**config.mk**
```make
export PLATFORM = sky130hd
export DESIGN_NAME = rtc_strobe_gateway
export DESIGN_NICKNAME = d
export VERILOG_FILES = /design/src/verilog/rtc_gate_pkg.sv /design/src/verilog/rtc_strobe_gateway.sv
export SDC_FILE = /design/constraint.sdc
export NUM_CORES = 1
export LEC_CHECK = 0
export ABC_AREA = 1
export BUFFER_PORTS_ARGS = -buffer_cell sky130_fd_sc_hd__buf_4
export CAP_MARGIN = 5
export CORE_MARGIN = 2
export CORE_UTILIZATION = 28
export CTS_BUF_LIST = sky130_fd_sc_hd__clkbuf_2 sky130_fd_sc_hd__clkbuf_4 sky130_fd_sc_hd__clkbuf_8
export CTS_CLUSTER_SIZE = 28
export DETAILED_ROUTE_END_ITERATION = 8
export GPL_ROUTABILITY_DRIVEN = 0
export PLACE_DENSITY = 0.52
export SLEW_MARGIN = 10
export SYNTH_ARGS = -nofsm -noshare
export SYNTH_HDL_FRONTEND = slang
export SYNTH_SLANG_ARGS = --single-unit
```
**constraint.sdc**
```tcl
create_clock -name clk_i -period 4.1 [get_ports clk_i]
set_clock_uncertainty 0.05 [all_clocks]
set_input_delay 0.615 -clock clk_i [delete_from_list [all_inputs] [get_ports clk_i]]
set_output_delay 0.615 -clock clk_i [all_outputs]
set_load 0.005 [all_outputs]
```
**src/verilog/rtc_gate_pkg.sv**
```systemverilog
// Constants for the strobe pin mux and command key gateway block.
package rtc_gate_pkg;

    localparam int          ADDR_W          = 6;
    localparam int          DATA_W          = 32;
    localparam int          WORD_W          = 16;
    localparam int          PIN_CNT         = 8;
    localparam int          SEL_CNT         = 9;

    // Word indices of the register map; byte address is four times the index.
    localparam logic [3:0]  IDX_MUX_A       = 4'h0;
    localparam logic [3:0]  IDX_MUX_B       = 4'h1;
    localparam logic [3:0]  IDX_GATEWAY     = 4'h2;
    localparam logic [3:0]  IDX_SNAP_LOW    = 4'h3;
    localparam logic [3:0]  IDX_SNAP_MID    = 4'h4;
    localparam logic [3:0]  IDX_SNAP_HIGH   = 4'h5;
    localparam logic [3:0]  IDX_FROZEN      = 4'h6;
    localparam logic [3:0]  IDX_STATUS      = 4'h7;
    localparam logic [3:0]  IDX_LAST        = 4'h7;

    // Field positions of the pin select fields, LSB of each 3-bit field, then the two differential mode bits.
    localparam int          CH1_IN0_LSB     = 0;
    localparam int          CH1_IN1_LSB     = 3;
    localparam int          CH1_IN2_LSB     = 6;
    localparam int          CH2_IN0_LSB     = 9;
    localparam int          CH2_IN1_LSB     = 12;
    localparam int          CH2_IN2_LSB     = 0;
    localparam int          CH3_IN0_LSB     = 3;
    localparam int          CH3_IN1_LSB     = 6;
    localparam int          CH3_IN2_LSB     = 9;
    localparam int          CH1_DIFF_BIT    = 14;
    localparam int          CH3_DIFF_BIT    = 15;

    localparam logic [15:0] MUX_A_MASK      = 16'h7FFF;
    localparam logic [15:0] MUX_B_MASK      = 16'hCFFF;
    localparam logic [15:0] MUX_RESET       = 16'h0000;
    localparam logic [15:0] WORD_RESET      = 16'h0000;

    localparam logic [15:0] KEY_FLUSH       = 16'hA2C5;
    localparam logic [15:0] KEY_SNAPSHOT    = 16'h7627;
    localparam logic [15:0] KEY_PTR_CLEAR   = 16'h9376;

    localparam logic [1:0]  PTR_FIRST       = 2'h0;
    localparam logic [1:0]  PTR_SECOND      = 2'h1;
    localparam logic [1:0]  PTR_THIRD       = 2'h2;

    localparam logic [1:0]  RESP_OKAY       = 2'h0;
    localparam logic [1:0]  RESP_SLVERR     = 2'h2;

endpackage : rtc_gate_pkg

```
**src/verilog/rtc_strobe_gateway.sv**
```systemverilog
// Strobe pin mux registers, differential strobe outputs and command key gateway.
//
// Function
// Channel 1 inputs 0, 1 and 2 sample the pin chosen by bits 2:0, 5:3 and 8:6 of the first mux register.
// Channel 2 inputs 0 and 1 use bits 11:9 and 14:12 of the first mux register, input 2 bits 2:0 of the second.
// Channel 3 inputs 0, 1 and 2 use bits 5:3, 8:6 and 11:9 of the second mux register.
// Software changes a pin select field only while the channel using it is disabled.
// Without pin muxing both mux addresses are reserved and read back their reset value.
// Bit 15 of the second mux register makes the channel 4 strobe the inverse of channel 3.
// Bit 14 of the second mux register makes the channel 2 strobe the inverse of channel 1.
// The gateway register always reads as zero.
// Key 0xA2C5 flushes all posted writes and aborts the one in progress; the code only pulses flush_posted_o for one cycle.
// Key 0x7627 captures the low, middle and high count words together and holds them.
// Key 0x9376 clears the frozen read pointer so the next frozen read starts a new triple.
// The first frozen read returns the live low word and freezes middle and high for the next two reads.
// A gateway write matching no key has no effect.
`timescale 1ns/1ns
module rtc_strobe_gateway
    import rtc_gate_pkg::*;
#(
    parameter bit HAS_PIN_MUX = 1'b1
)(
    input  wire logic                clk_i,
    input  wire logic                arst_n_i,
    input  wire logic [ADDR_W-1:0]   s_axi_awaddr_i,
    input  wire logic                s_axi_awvalid_i,
    output logic                     s_axi_awready_o,
    input  wire logic [DATA_W-1:0]   s_axi_wdata_i,
    input  wire logic [3:0]          s_axi_wstrb_i,
    input  wire logic                s_axi_wvalid_i,
    output logic                     s_axi_wready_o,
    output logic [1:0]               s_axi_bresp_o,
    output logic                     s_axi_bvalid_o,
    input  wire logic                s_axi_bready_i,
    input  wire logic [ADDR_W-1:0]   s_axi_araddr_i,
    input  wire logic                s_axi_arvalid_i,
    output logic                     s_axi_arready_o,
    output logic [DATA_W-1:0]        s_axi_rdata_o,
    output logic [1:0]               s_axi_rresp_o,
    output logic                     s_axi_rvalid_o,
    input  wire logic                s_axi_rready_i,
    input  wire logic [WORD_W-1:0]   count_low_word_i,
    input  wire logic [WORD_W-1:0]   count_mid_word_i,
    input  wire logic [WORD_W-1:0]   count_high_word_i,
    input  wire logic [PIN_CNT-1:0]  gpio_pins_i,
    input  wire logic                strobe_ch1_i,
    input  wire logic                strobe_ch2_i,
    input  wire logic                strobe_ch3_i,
    input  wire logic                strobe_ch4_i,
    output logic [SEL_CNT-1:0]       sampled_inputs_o,
    output logic                     strobe_out_ch1_o,
    output logic                     strobe_out_ch2_o,
    output logic                     strobe_out_ch3_o,
    output logic                     strobe_out_ch4_o,
    output logic                     flush_posted_o,
    output logic [WORD_W-1:0]        captured_low_word_o,
    output logic [WORD_W-1:0]        captured_mid_word_o,
    output logic [WORD_W-1:0]        captured_high_word_o,
    output logic [1:0]               frozen_read_pointer_o
);

    function automatic logic [3:0] word_of(input logic [ADDR_W-1:0] addr);
        word_of = addr[5:2];
    endfunction : word_of

    function automatic logic [15:0] merge(input logic [15:0] old, input logic [31:0] data, input logic [3:0] strb);
        merge = {strb[1] ? data[15:8] : old[15:8], strb[0] ? data[7:0] : old[7:0]};
    endfunction : merge

    logic [ADDR_W-1:0] aw_addr;
    logic              aw_held;
    logic [DATA_W-1:0] w_data;
    logic [3:0]        w_strb;
    logic              w_held;
    logic [15:0]       strobe_pin_select_a;
    logic [15:0]       strobe_pin_select_b;
    logic [15:0]       frozen_mid;
    logic [15:0]       frozen_high;
    logic [PIN_CNT-1:0] pin_meta;
    logic [PIN_CNT-1:0] pin_sync;
    logic [3:0]        rd_idx;

    // Write channel handshakes and the write commit point.
    wire               aw_fire      = s_axi_awvalid_i & s_axi_awready_o;
    wire               w_fire       = s_axi_wvalid_i & s_axi_wready_o;
    wire               do_write     = aw_held & w_held & ~s_axi_bvalid_o;
    wire [3:0]         wr_idx       = word_of(aw_addr);
    wire               wr_mapped    = wr_idx <= IDX_LAST;
    wire               next_aw_held = aw_fire | (aw_held & ~do_write);
    wire               next_w_held  = w_fire | (w_held & ~do_write);
    wire               next_bvalid  = do_write | (s_axi_bvalid_o & ~s_axi_bready_i);

    // Read channel handshake.
    wire               ar_fire      = s_axi_arvalid_i & s_axi_arready_o;
    wire [3:0]         ar_idx       = word_of(s_axi_araddr_i);
    wire               ar_mapped    = ar_idx <= IDX_LAST;
    wire               next_rvalid  = ar_fire | (s_axi_rvalid_o & ~s_axi_rready_i);

    // Gateway key decode; a key needs both low byte lanes.
    // Unknown keys inert.
    wire               gw_write     = do_write & (wr_idx == IDX_GATEWAY) & (w_strb[1:0] == 2'b11);
    wire               key_flush    = gw_write & (w_data[15:0] == KEY_FLUSH);
    wire               key_snap     = gw_write & (w_data[15:0] == KEY_SNAPSHOT);
    wire               key_clear    = gw_write & (w_data[15:0] == KEY_PTR_CLEAR);

    // Frozen count port access and pointer advance.
    wire               frz_read     = ar_fire & (ar_idx == IDX_FROZEN);
    wire               frz_first    = frz_read & (frozen_read_pointer_o == PTR_FIRST);
    wire [1:0]         ptr_step     = (frozen_read_pointer_o == PTR_THIRD) ? PTR_FIRST
                                                                           : frozen_read_pointer_o + 2'h1;
    // Clear key wins.
    wire [1:0]         next_ptr     = key_clear ? PTR_FIRST : (frz_read ? ptr_step : frozen_read_pointer_o);
    // Frozen word select.
    wire [15:0]        frz_word     = (frozen_read_pointer_o == PTR_FIRST)  ? count_low_word_i :
                                      (frozen_read_pointer_o == PTR_SECOND) ? frozen_mid : frozen_high;

    wire [15:0]        mux_a_eff    = HAS_PIN_MUX ? strobe_pin_select_a : MUX_RESET;
    wire [15:0]        mux_b_eff    = HAS_PIN_MUX ? strobe_pin_select_b : MUX_RESET;
    wire               ch1_diff     = mux_b_eff[CH1_DIFF_BIT];
    wire               ch3_diff     = mux_b_eff[CH3_DIFF_BIT];

    // Gateway reads as zero.
    wire [15:0]        rd_word      = (ar_idx == IDX_MUX_A)     ? mux_a_eff :
                                      (ar_idx == IDX_MUX_B)     ? mux_b_eff :
                                      (ar_idx == IDX_GATEWAY)   ? WORD_RESET :
                                      (ar_idx == IDX_SNAP_LOW)  ? captured_low_word_o :
                                      (ar_idx == IDX_SNAP_MID)  ? captured_mid_word_o :
                                      (ar_idx == IDX_SNAP_HIGH) ? captured_high_word_o :
                                      (ar_idx == IDX_FROZEN)    ? frz_word :
                                      (ar_idx == IDX_STATUS)    ? {14'h0000, frozen_read_pointer_o} : WORD_RESET;

    // Channel 1 select fields.
    // Channel 2 select fields.
    // Channel 3 select fields.
    wire [2:0]         pin_sel [SEL_CNT];
    assign pin_sel[0] = mux_a_eff[CH1_IN0_LSB +: 3];
    assign pin_sel[1] = mux_a_eff[CH1_IN1_LSB +: 3];
    assign pin_sel[2] = mux_a_eff[CH1_IN2_LSB +: 3];
    assign pin_sel[3] = mux_a_eff[CH2_IN0_LSB +: 3];
    assign pin_sel[4] = mux_a_eff[CH2_IN1_LSB +: 3];
    assign pin_sel[5] = mux_b_eff[CH2_IN2_LSB +: 3];
    assign pin_sel[6] = mux_b_eff[CH3_IN0_LSB +: 3];
    assign pin_sel[7] = mux_b_eff[CH3_IN1_LSB +: 3];
    assign pin_sel[8] = mux_b_eff[CH3_IN2_LSB +: 3];

    always_ff @(posedge clk_i or negedge arst_n_i)
    begin
        if (!arst_n_i)
        begin
            pin_meta <= '0;
            pin_sync <= '0;
        end
        else
        begin
            pin_meta <= gpio_pins_i;
            pin_sync <= pin_meta;
        end
    end

    genvar gi;
    generate
        for (gi = 0; gi < SEL_CNT; gi++)
        begin : g_sample
            always_ff @(posedge clk_i or negedge arst_n_i)
            begin
                if (!arst_n_i)
                    sampled_inputs_o[gi] <= 1'b0;
                else
                    sampled_inputs_o[gi] <= pin_sync[pin_sel[gi]];
            end
        end
    endgenerate

    always_ff @(posedge clk_i or negedge arst_n_i)
    begin
        if (!arst_n_i)
        begin
            strobe_out_ch1_o <= 1'b0;
            strobe_out_ch2_o <= 1'b0;
            strobe_out_ch3_o <= 1'b0;
            strobe_out_ch4_o <= 1'b0;
        end
        else
        begin
            strobe_out_ch1_o <= strobe_ch1_i;
            // Channel 2 inverts channel 1.
            strobe_out_ch2_o <= ch1_diff ? ~strobe_ch1_i : strobe_ch2_i;
            strobe_out_ch3_o <= strobe_ch3_i;
            // Channel 4 inverts channel 3.
            strobe_out_ch4_o <= ch3_diff ? ~strobe_ch3_i : strobe_ch4_i;
        end
    end

    always_ff @(posedge clk_i or negedge arst_n_i)
    begin
        if (!arst_n_i)
        begin
            aw_held         <= 1'b0;
            w_held          <= 1'b0;
            aw_addr         <= '0;
            w_data          <= '0;
            w_strb          <= '0;
            s_axi_awready_o <= 1'b0;
            s_axi_wready_o  <= 1'b0;
            s_axi_bvalid_o  <= 1'b0;
            s_axi_bresp_o   <= RESP_OKAY;
        end
        else
        begin
            aw_held         <= next_aw_held;
            w_held          <= next_w_held;
            s_axi_awready_o <= ~next_aw_held & ~next_bvalid;
            s_axi_wready_o  <= ~next_w_held & ~next_bvalid;
            s_axi_bvalid_o  <= next_bvalid;
            if (aw_fire)
                aw_addr <= s_axi_awaddr_i;
            if (w_fire)
            begin
                w_data <= s_axi_wdata_i;
                w_strb <= s_axi_wstrb_i;
            end
            if (do_write)
                s_axi_bresp_o <= wr_mapped ? RESP_OKAY : RESP_SLVERR;
        end
    end

    always_ff @(posedge clk_i or negedge arst_n_i)
    begin
        if (!arst_n_i)
        begin
            s_axi_arready_o <= 1'b0;
            s_axi_rvalid_o  <= 1'b0;
            s_axi_rdata_o   <= '0;
            s_axi_rresp_o   <= RESP_OKAY;
            rd_idx          <= '0;
        end
        else
        begin
            s_axi_arready_o <= ~next_rvalid;
            s_axi_rvalid_o  <= next_rvalid;
            if (ar_fire)
            begin
                s_axi_rdata_o <= {16'h0000, rd_word};
                s_axi_rresp_o <= ar_mapped ? RESP_OKAY : RESP_SLVERR;
                rd_idx        <= ar_idx;
            end
        end
    end

    // Mux registers; in an instance without muxing the writes are dropped.
    // Reserved mux registers.
    always_ff @(posedge clk_i or negedge arst_n_i)
    begin
        if (!arst_n_i)
        begin
            strobe_pin_select_a <= MUX_RESET;
            strobe_pin_select_b <= MUX_RESET;
        end
        else if (do_write && HAS_PIN_MUX)
        begin
            if (wr_idx == IDX_MUX_A)
                strobe_pin_select_a <= merge(strobe_pin_select_a, w_data, w_strb) & MUX_A_MASK;
            if (wr_idx == IDX_MUX_B)
                strobe_pin_select_b <= merge(strobe_pin_select_b, w_data, w_strb) & MUX_B_MASK;
        end
    end

    always_ff @(posedge clk_i or negedge arst_n_i)
    begin
        if (!arst_n_i)
        begin
            flush_posted_o        <= 1'b0;
            captured_low_word_o   <= WORD_RESET;
            captured_mid_word_o   <= WORD_RESET;
            captured_high_word_o  <= WORD_RESET;
            frozen_mid            <= WORD_RESET;
            frozen_high           <= WORD_RESET;
            frozen_read_pointer_o <= PTR_FIRST;
        end
        else
        begin
            // Flush pulse.
            flush_posted_o        <= key_flush;
            frozen_read_pointer_o <= next_ptr;
            // Coherent capture.
            if (key_snap)
            begin
                captured_low_word_o  <= count_low_word_i;
                captured_mid_word_o  <= count_mid_word_i;
                captured_high_word_o <= count_high_word_i;
            end
            // Freeze on first read.
            if (frz_first)
            begin
                frozen_mid  <= count_mid_word_i;
                frozen_high <= count_high_word_i;
            end
        end
    end

    property p_gw_read_zero;
        @(posedge clk_i) disable iff (!arst_n_i)
        s_axi_rvalid_o && rd_idx == IDX_GATEWAY |-> s_axi_rdata_o == '0;
    endproperty
    a_gw_read_zero: assert property (p_gw_read_zero) else $error("gateway read not zero");

    property p_flush;
        @(posedge clk_i) disable iff (!arst_n_i)
        key_flush |=> flush_posted_o ##1 !flush_posted_o || key_flush;
    endproperty
    a_flush: assert property (p_flush) else $error("flush pulse wrong");

    property p_snap;
        @(posedge clk_i) disable iff (!arst_n_i)
        key_snap |=> captured_low_word_o == $past(count_low_word_i)
                  && captured_mid_word_o == $past(count_mid_word_i)
                  && captured_high_word_o == $past(count_high_word_i);
    endproperty
    a_snap: assert property (p_snap) else $error("snapshot not captured");

    property p_ptr_clear;
        @(posedge clk_i) disable iff (!arst_n_i)
        key_clear |=> frozen_read_pointer_o == PTR_FIRST;
    endproperty
    a_ptr_clear: assert property (p_ptr_clear) else $error("pointer not cleared");

    property p_frz_first;
        @(posedge clk_i) disable iff (!arst_n_i)
        frz_first && !key_clear |=> s_axi_rdata_o[15:0] == $past(count_low_word_i)
                                 && frozen_read_pointer_o == PTR_SECOND;
    endproperty
    a_frz_first: assert property (p_frz_first) else $error("first frozen read wrong");

    property p_diff1;
        @(posedge clk_i) disable iff (!arst_n_i)
        ch1_diff && $stable(strobe_pin_select_b) |=> strobe_out_ch2_o != strobe_out_ch1_o;
    endproperty
    a_diff1: assert property (p_diff1) else $error("ch2 not inverse of ch1");

    property p_diff3;
        @(posedge clk_i) disable iff (!arst_n_i)
        ch3_diff && $stable(strobe_pin_select_b) |=> strobe_out_ch4_o != strobe_out_ch3_o;
    endproperty
    a_diff3: assert property (p_diff3) else $error("ch4 not inverse of ch3");

    property p_no_key;
        @(posedge clk_i) disable iff (!arst_n_i)
        do_write && wr_idx == IDX_GATEWAY && !key_flush && !key_snap && !key_clear && !frz_read
        |=> !flush_posted_o && $stable(captured_low_word_o) && $stable(frozen_read_pointer_o);
    endproperty
    a_no_key: assert property (p_no_key) else $error("unknown key had effect");

    property p_reserved_mux;
        @(posedge clk_i) disable iff (!arst_n_i)
        !HAS_PIN_MUX && s_axi_rvalid_o && (rd_idx == IDX_MUX_A || rd_idx == IDX_MUX_B)
        |-> s_axi_rdata_o == '0;
    endproperty
    a_reserved_mux: assert property (p_reserved_mux) else $error("reserved mux not reset value");

    property p_ch1_in0;
        @(posedge clk_i) disable iff (!arst_n_i)
        $stable(strobe_pin_select_a) |=> sampled_inputs_o[0] == $past(pin_sync[strobe_pin_select_a[2:0]])
                                          || !HAS_PIN_MUX;
    endproperty
    a_ch1_in0: assert property (p_ch1_in0) else $error("ch1 in0 wrong pin");

endmodule : rtc_strobe_gateway
```
==> results.cfg <==
[logic_synthesis]
yosysTopAreaCellShare_pct = 53.53
synth_largest_area_cell = dfrtp_1
yosys_register_bits = 188
postSynthCellCount = 1093
syn_avg_cell_area_um2 = 8.041
yosysWarnings = 0
syn_area_mm2 = 0.008788
synth_cell_type_count = 26
seq_area_frac_synth_pct = 53.53
synth.top_cells.by_area = dfrtp_1 54%, nand2_1 16%, nand3_1 5.9%, o21ai_0 4.3%, a21oi_1 3.9%

[critical_path]
worstPathMaxFanout = 24
crit_path_max_incr_delay_ns = 0.44
path_class = reg -> reg
r2r_slack_ns = 1.77
path_common_cell = nand2_1
worst-endpoint-arrival_ns = 2.68
r2r_end = frozen_high[13]$_DFFE_PN0P_
cp-endpoint = frozen_high[13]$_DFFE_PN0P_
r2r_start = s_axi_arready_o$_DFF_PN0_
cp-startpoint = s_axi_arready_o$_DFF_PN0_
end_kind = flop
cp_cell_sequence = nand2_1 > buf_4 > inv_1 > nand2_1 > inv_2 > nand2_1 > buf_4 > nand2_1 > nand2_1
cp_slowest_cell = nand2_1
worstPathRequired_ns = 4.46
reg2reg_depth = 9
cp-start-kind = flop

[layout]
area_growth_syn_to_layout_pct = 22.98
final_cell_count_no_fill = 1654
n_fill_cell = 3286
utilization_pct = 35.15
final_nets = 1361
diodes = 0
drive_gt1_share_pct = 19.95

[global_route]
grt_util_all_layers_pct = 17.09
overflow = 0
grt_use_met1_pct = 24.33
antenna_found_initial = 0
grt_pass1_vias = 7542
met2_usage_pct = 26.47
grt_max_degree = 103
grt.busiest_layer = met2
use_met3_pct = 3.386
grt_pass1_wl_um = 43420

[cts]
cts_resized = 0
post_cts_buffers = 0
cts_tree = yes
cts_buffers = 17
h-tree-depth = 4
cts_sinks = 188
clk_latency_ns = 0.48
clkTransAtPathRegs_ns = 0.12
cts_root_buffer = clkbuf_8
cts_buffer_depth = 2
holdBufCountCts = 0

[run_status]
status = finished, final reports clean

[die]
dieArea_mm2 = 0.03282
row_count = 64
core_region_area_mm2 = 0.03075
die_x_um = 181.2
ioPinCount = 220
start_util_pct = 28.58
die_h_um = 181.2

[timing]
worstMarginPinSlew_ns = 1.071
final.setup.tns_ns = 0
rsz0062_at_grt = false
drv_slew = 0
finalCritPeriodShare_pct = 56.77
whs_ns = 0.1681
hold_violations = 0
layout_setup_ws_ns = 1.772
fin_crit_ns = 2.328
setup_viol = 0
timing.slew.headroom_pct = 28.40
fmax_ghz = 0.4296

[job]
cap_violations = 0

[routing]
drc = 0
wl_um = 27970
vias_per_cell = 4.713
antenna_left = 0
first_pass_iters = 5
drt-initial-drc-count = 650
avgRoutedWirePerCell_um = 16.91
vias = 7795

[power_and_ir_drop]
vdd_drop_max_v = 0.0002012
power.leakage_nw = 5.302
power_density_mw_per_mm2 = 501.5

[placement]
io_buffer_count = 179
dp_cells = 1623
post-place-ws_ns = 1.319
hpwl_um = 20080

[worst_hold_path]
hp-class = in -> async
## cell families after synthesis
logic type,after synthesis,synth area share (%)
AOI/OAI and AO/OA,167,10.04
DFF,188,53.53
other,1,0.04267
buffers and inverters,145,7.645
muxes,4,0.5125
and+or+nand+nor,588,28.23
## worst max-delay path: cells and delay by family (launching register included)
family	cells	cell delay, ns
buf+inv	4	1.00
flops	1	0.39
simple gates	5	0.81
## Yosys cell counts (all sizes together)
master    n
a21oi    68
a31oi     9
and3      1
buf      40
clkbuf   36
clkinv    2
conb      1
dfrtp   188
inv      67
mux2      4
nand2   377
nand3   103
nand4    15
nor2     65
nor3     12
nor4      2
o211ai   10
o21a      4
o21ai    76
or2      13
## worst min-delay path by stage
stage | startpoint | endpoint | depth (start not counted) | slack [ns]
after floorplan | arst_n_i | aw_addr[2]$_DFFE_PN0P_ | 0 | 0.27
after global placement | pin_meta[6]$_DFF_PN0_ | pin_sync[6]$_DFF_PN0_ | 0 | 0.29
after detailed placement | pin_meta[4]$_DFF_PN0_ | pin_sync[4]$_DFF_PN0_ | 0 | 0.28
after CTS | gpio_pins_i[2] | pin_meta[2]$_DFF_PN0_ | 1 | 0.17
after global routing | gpio_pins_i[2] | pin_meta[2]$_DFF_PN0_ | 1 | 0.16
final | arst_n_i | captured_high_word_o[12]$_DFFE_PN0P_ | 1 | 0.17
## registers in the layout, indices dropped and copies added, names as in the netlist, 14 cells and up
signal	count
captured_high_word_o	16
captured_low_word_o	16
captured_mid_word_o	16
frozen_high	16
frozen_mid	16
mux_a_eff	15
mux_b_eff	14
s_axi_rdata_o	16
w_data	16
## per-stage QoR
step	cell area (um2)	power, mW
after floorplan	8852	3.475
after global placement	10410	4.133
after detailed placement	10410	4.167
after CTS	10810	5.495
after global routing	10810	5.815
final	10810	5.420
## power by group
part | internal [mW] | switching, mW
logic | 0.587 | 0.841
clock network | 0.566 | 0.745
registers | 2.28 | 0.397
## layer usage
metal	part of all wire, %	vias to the layer above
met5	0	-
met4	1.5	0
met3	4.7	24
met2	46	199
met1	48	3775
li1	-	3797
## cell type report
class	instances	area, um2	share of cell area [%]
Timing Repair Buffer	193	1468	13.58
Clock inverter	13	157.7	1.459
Clock buffer	18	241.5	2.234
Sequential cell	188	4705	43.53
Inverter	69	259.0	2.396
Multi-Input combinational cell	777	3482	32.22
Tap cell	396	495.5	4.584
## layout by cell type, fill, tap and decap left out
cell type | synthesis | final
o21ai_0 | 76 | 76
buf_12 | 0 | 1
nand4_1 | 15 | 15
inv_1 | 63 | 63
nor4_1 | 2 | 2
mux2_2 | 4 | 4
clkinv_2 | 0 | 1
inv_6 | 0 | 4
o211ai_1 | 10 | 10
clkinv_1 | 2 | 2
o21a_1 | 4 | 4
a21oi_1 | 68 | 68
clkinv_4 | 0 | 1
clkinvlp_4 | 0 | 2
bufinv_16 | 0 | 2
clkbuf_4 | 0 | 1
nor3_4 | 4 | 5
nand2_1 | 377 | 377
nor3_1 | 7 | 7
inv_2 | 4 | 4
and3_1 | 1 | 1
nand3_1 | 103 | 103
clkbuf_8 | 0 | 18
buf_4 | 21 | 191
or2_2 | 13 | 13
inv_8 | 0 | 3
a31oi_1 | 9 | 9
dfrtp_1 | 188 | 188
nor2_2 | 1 | 1
conb_1 | 1 | 18
nor2_1 | 64 | 64
No activity file was read; power rests on OpenSTA's default activity.
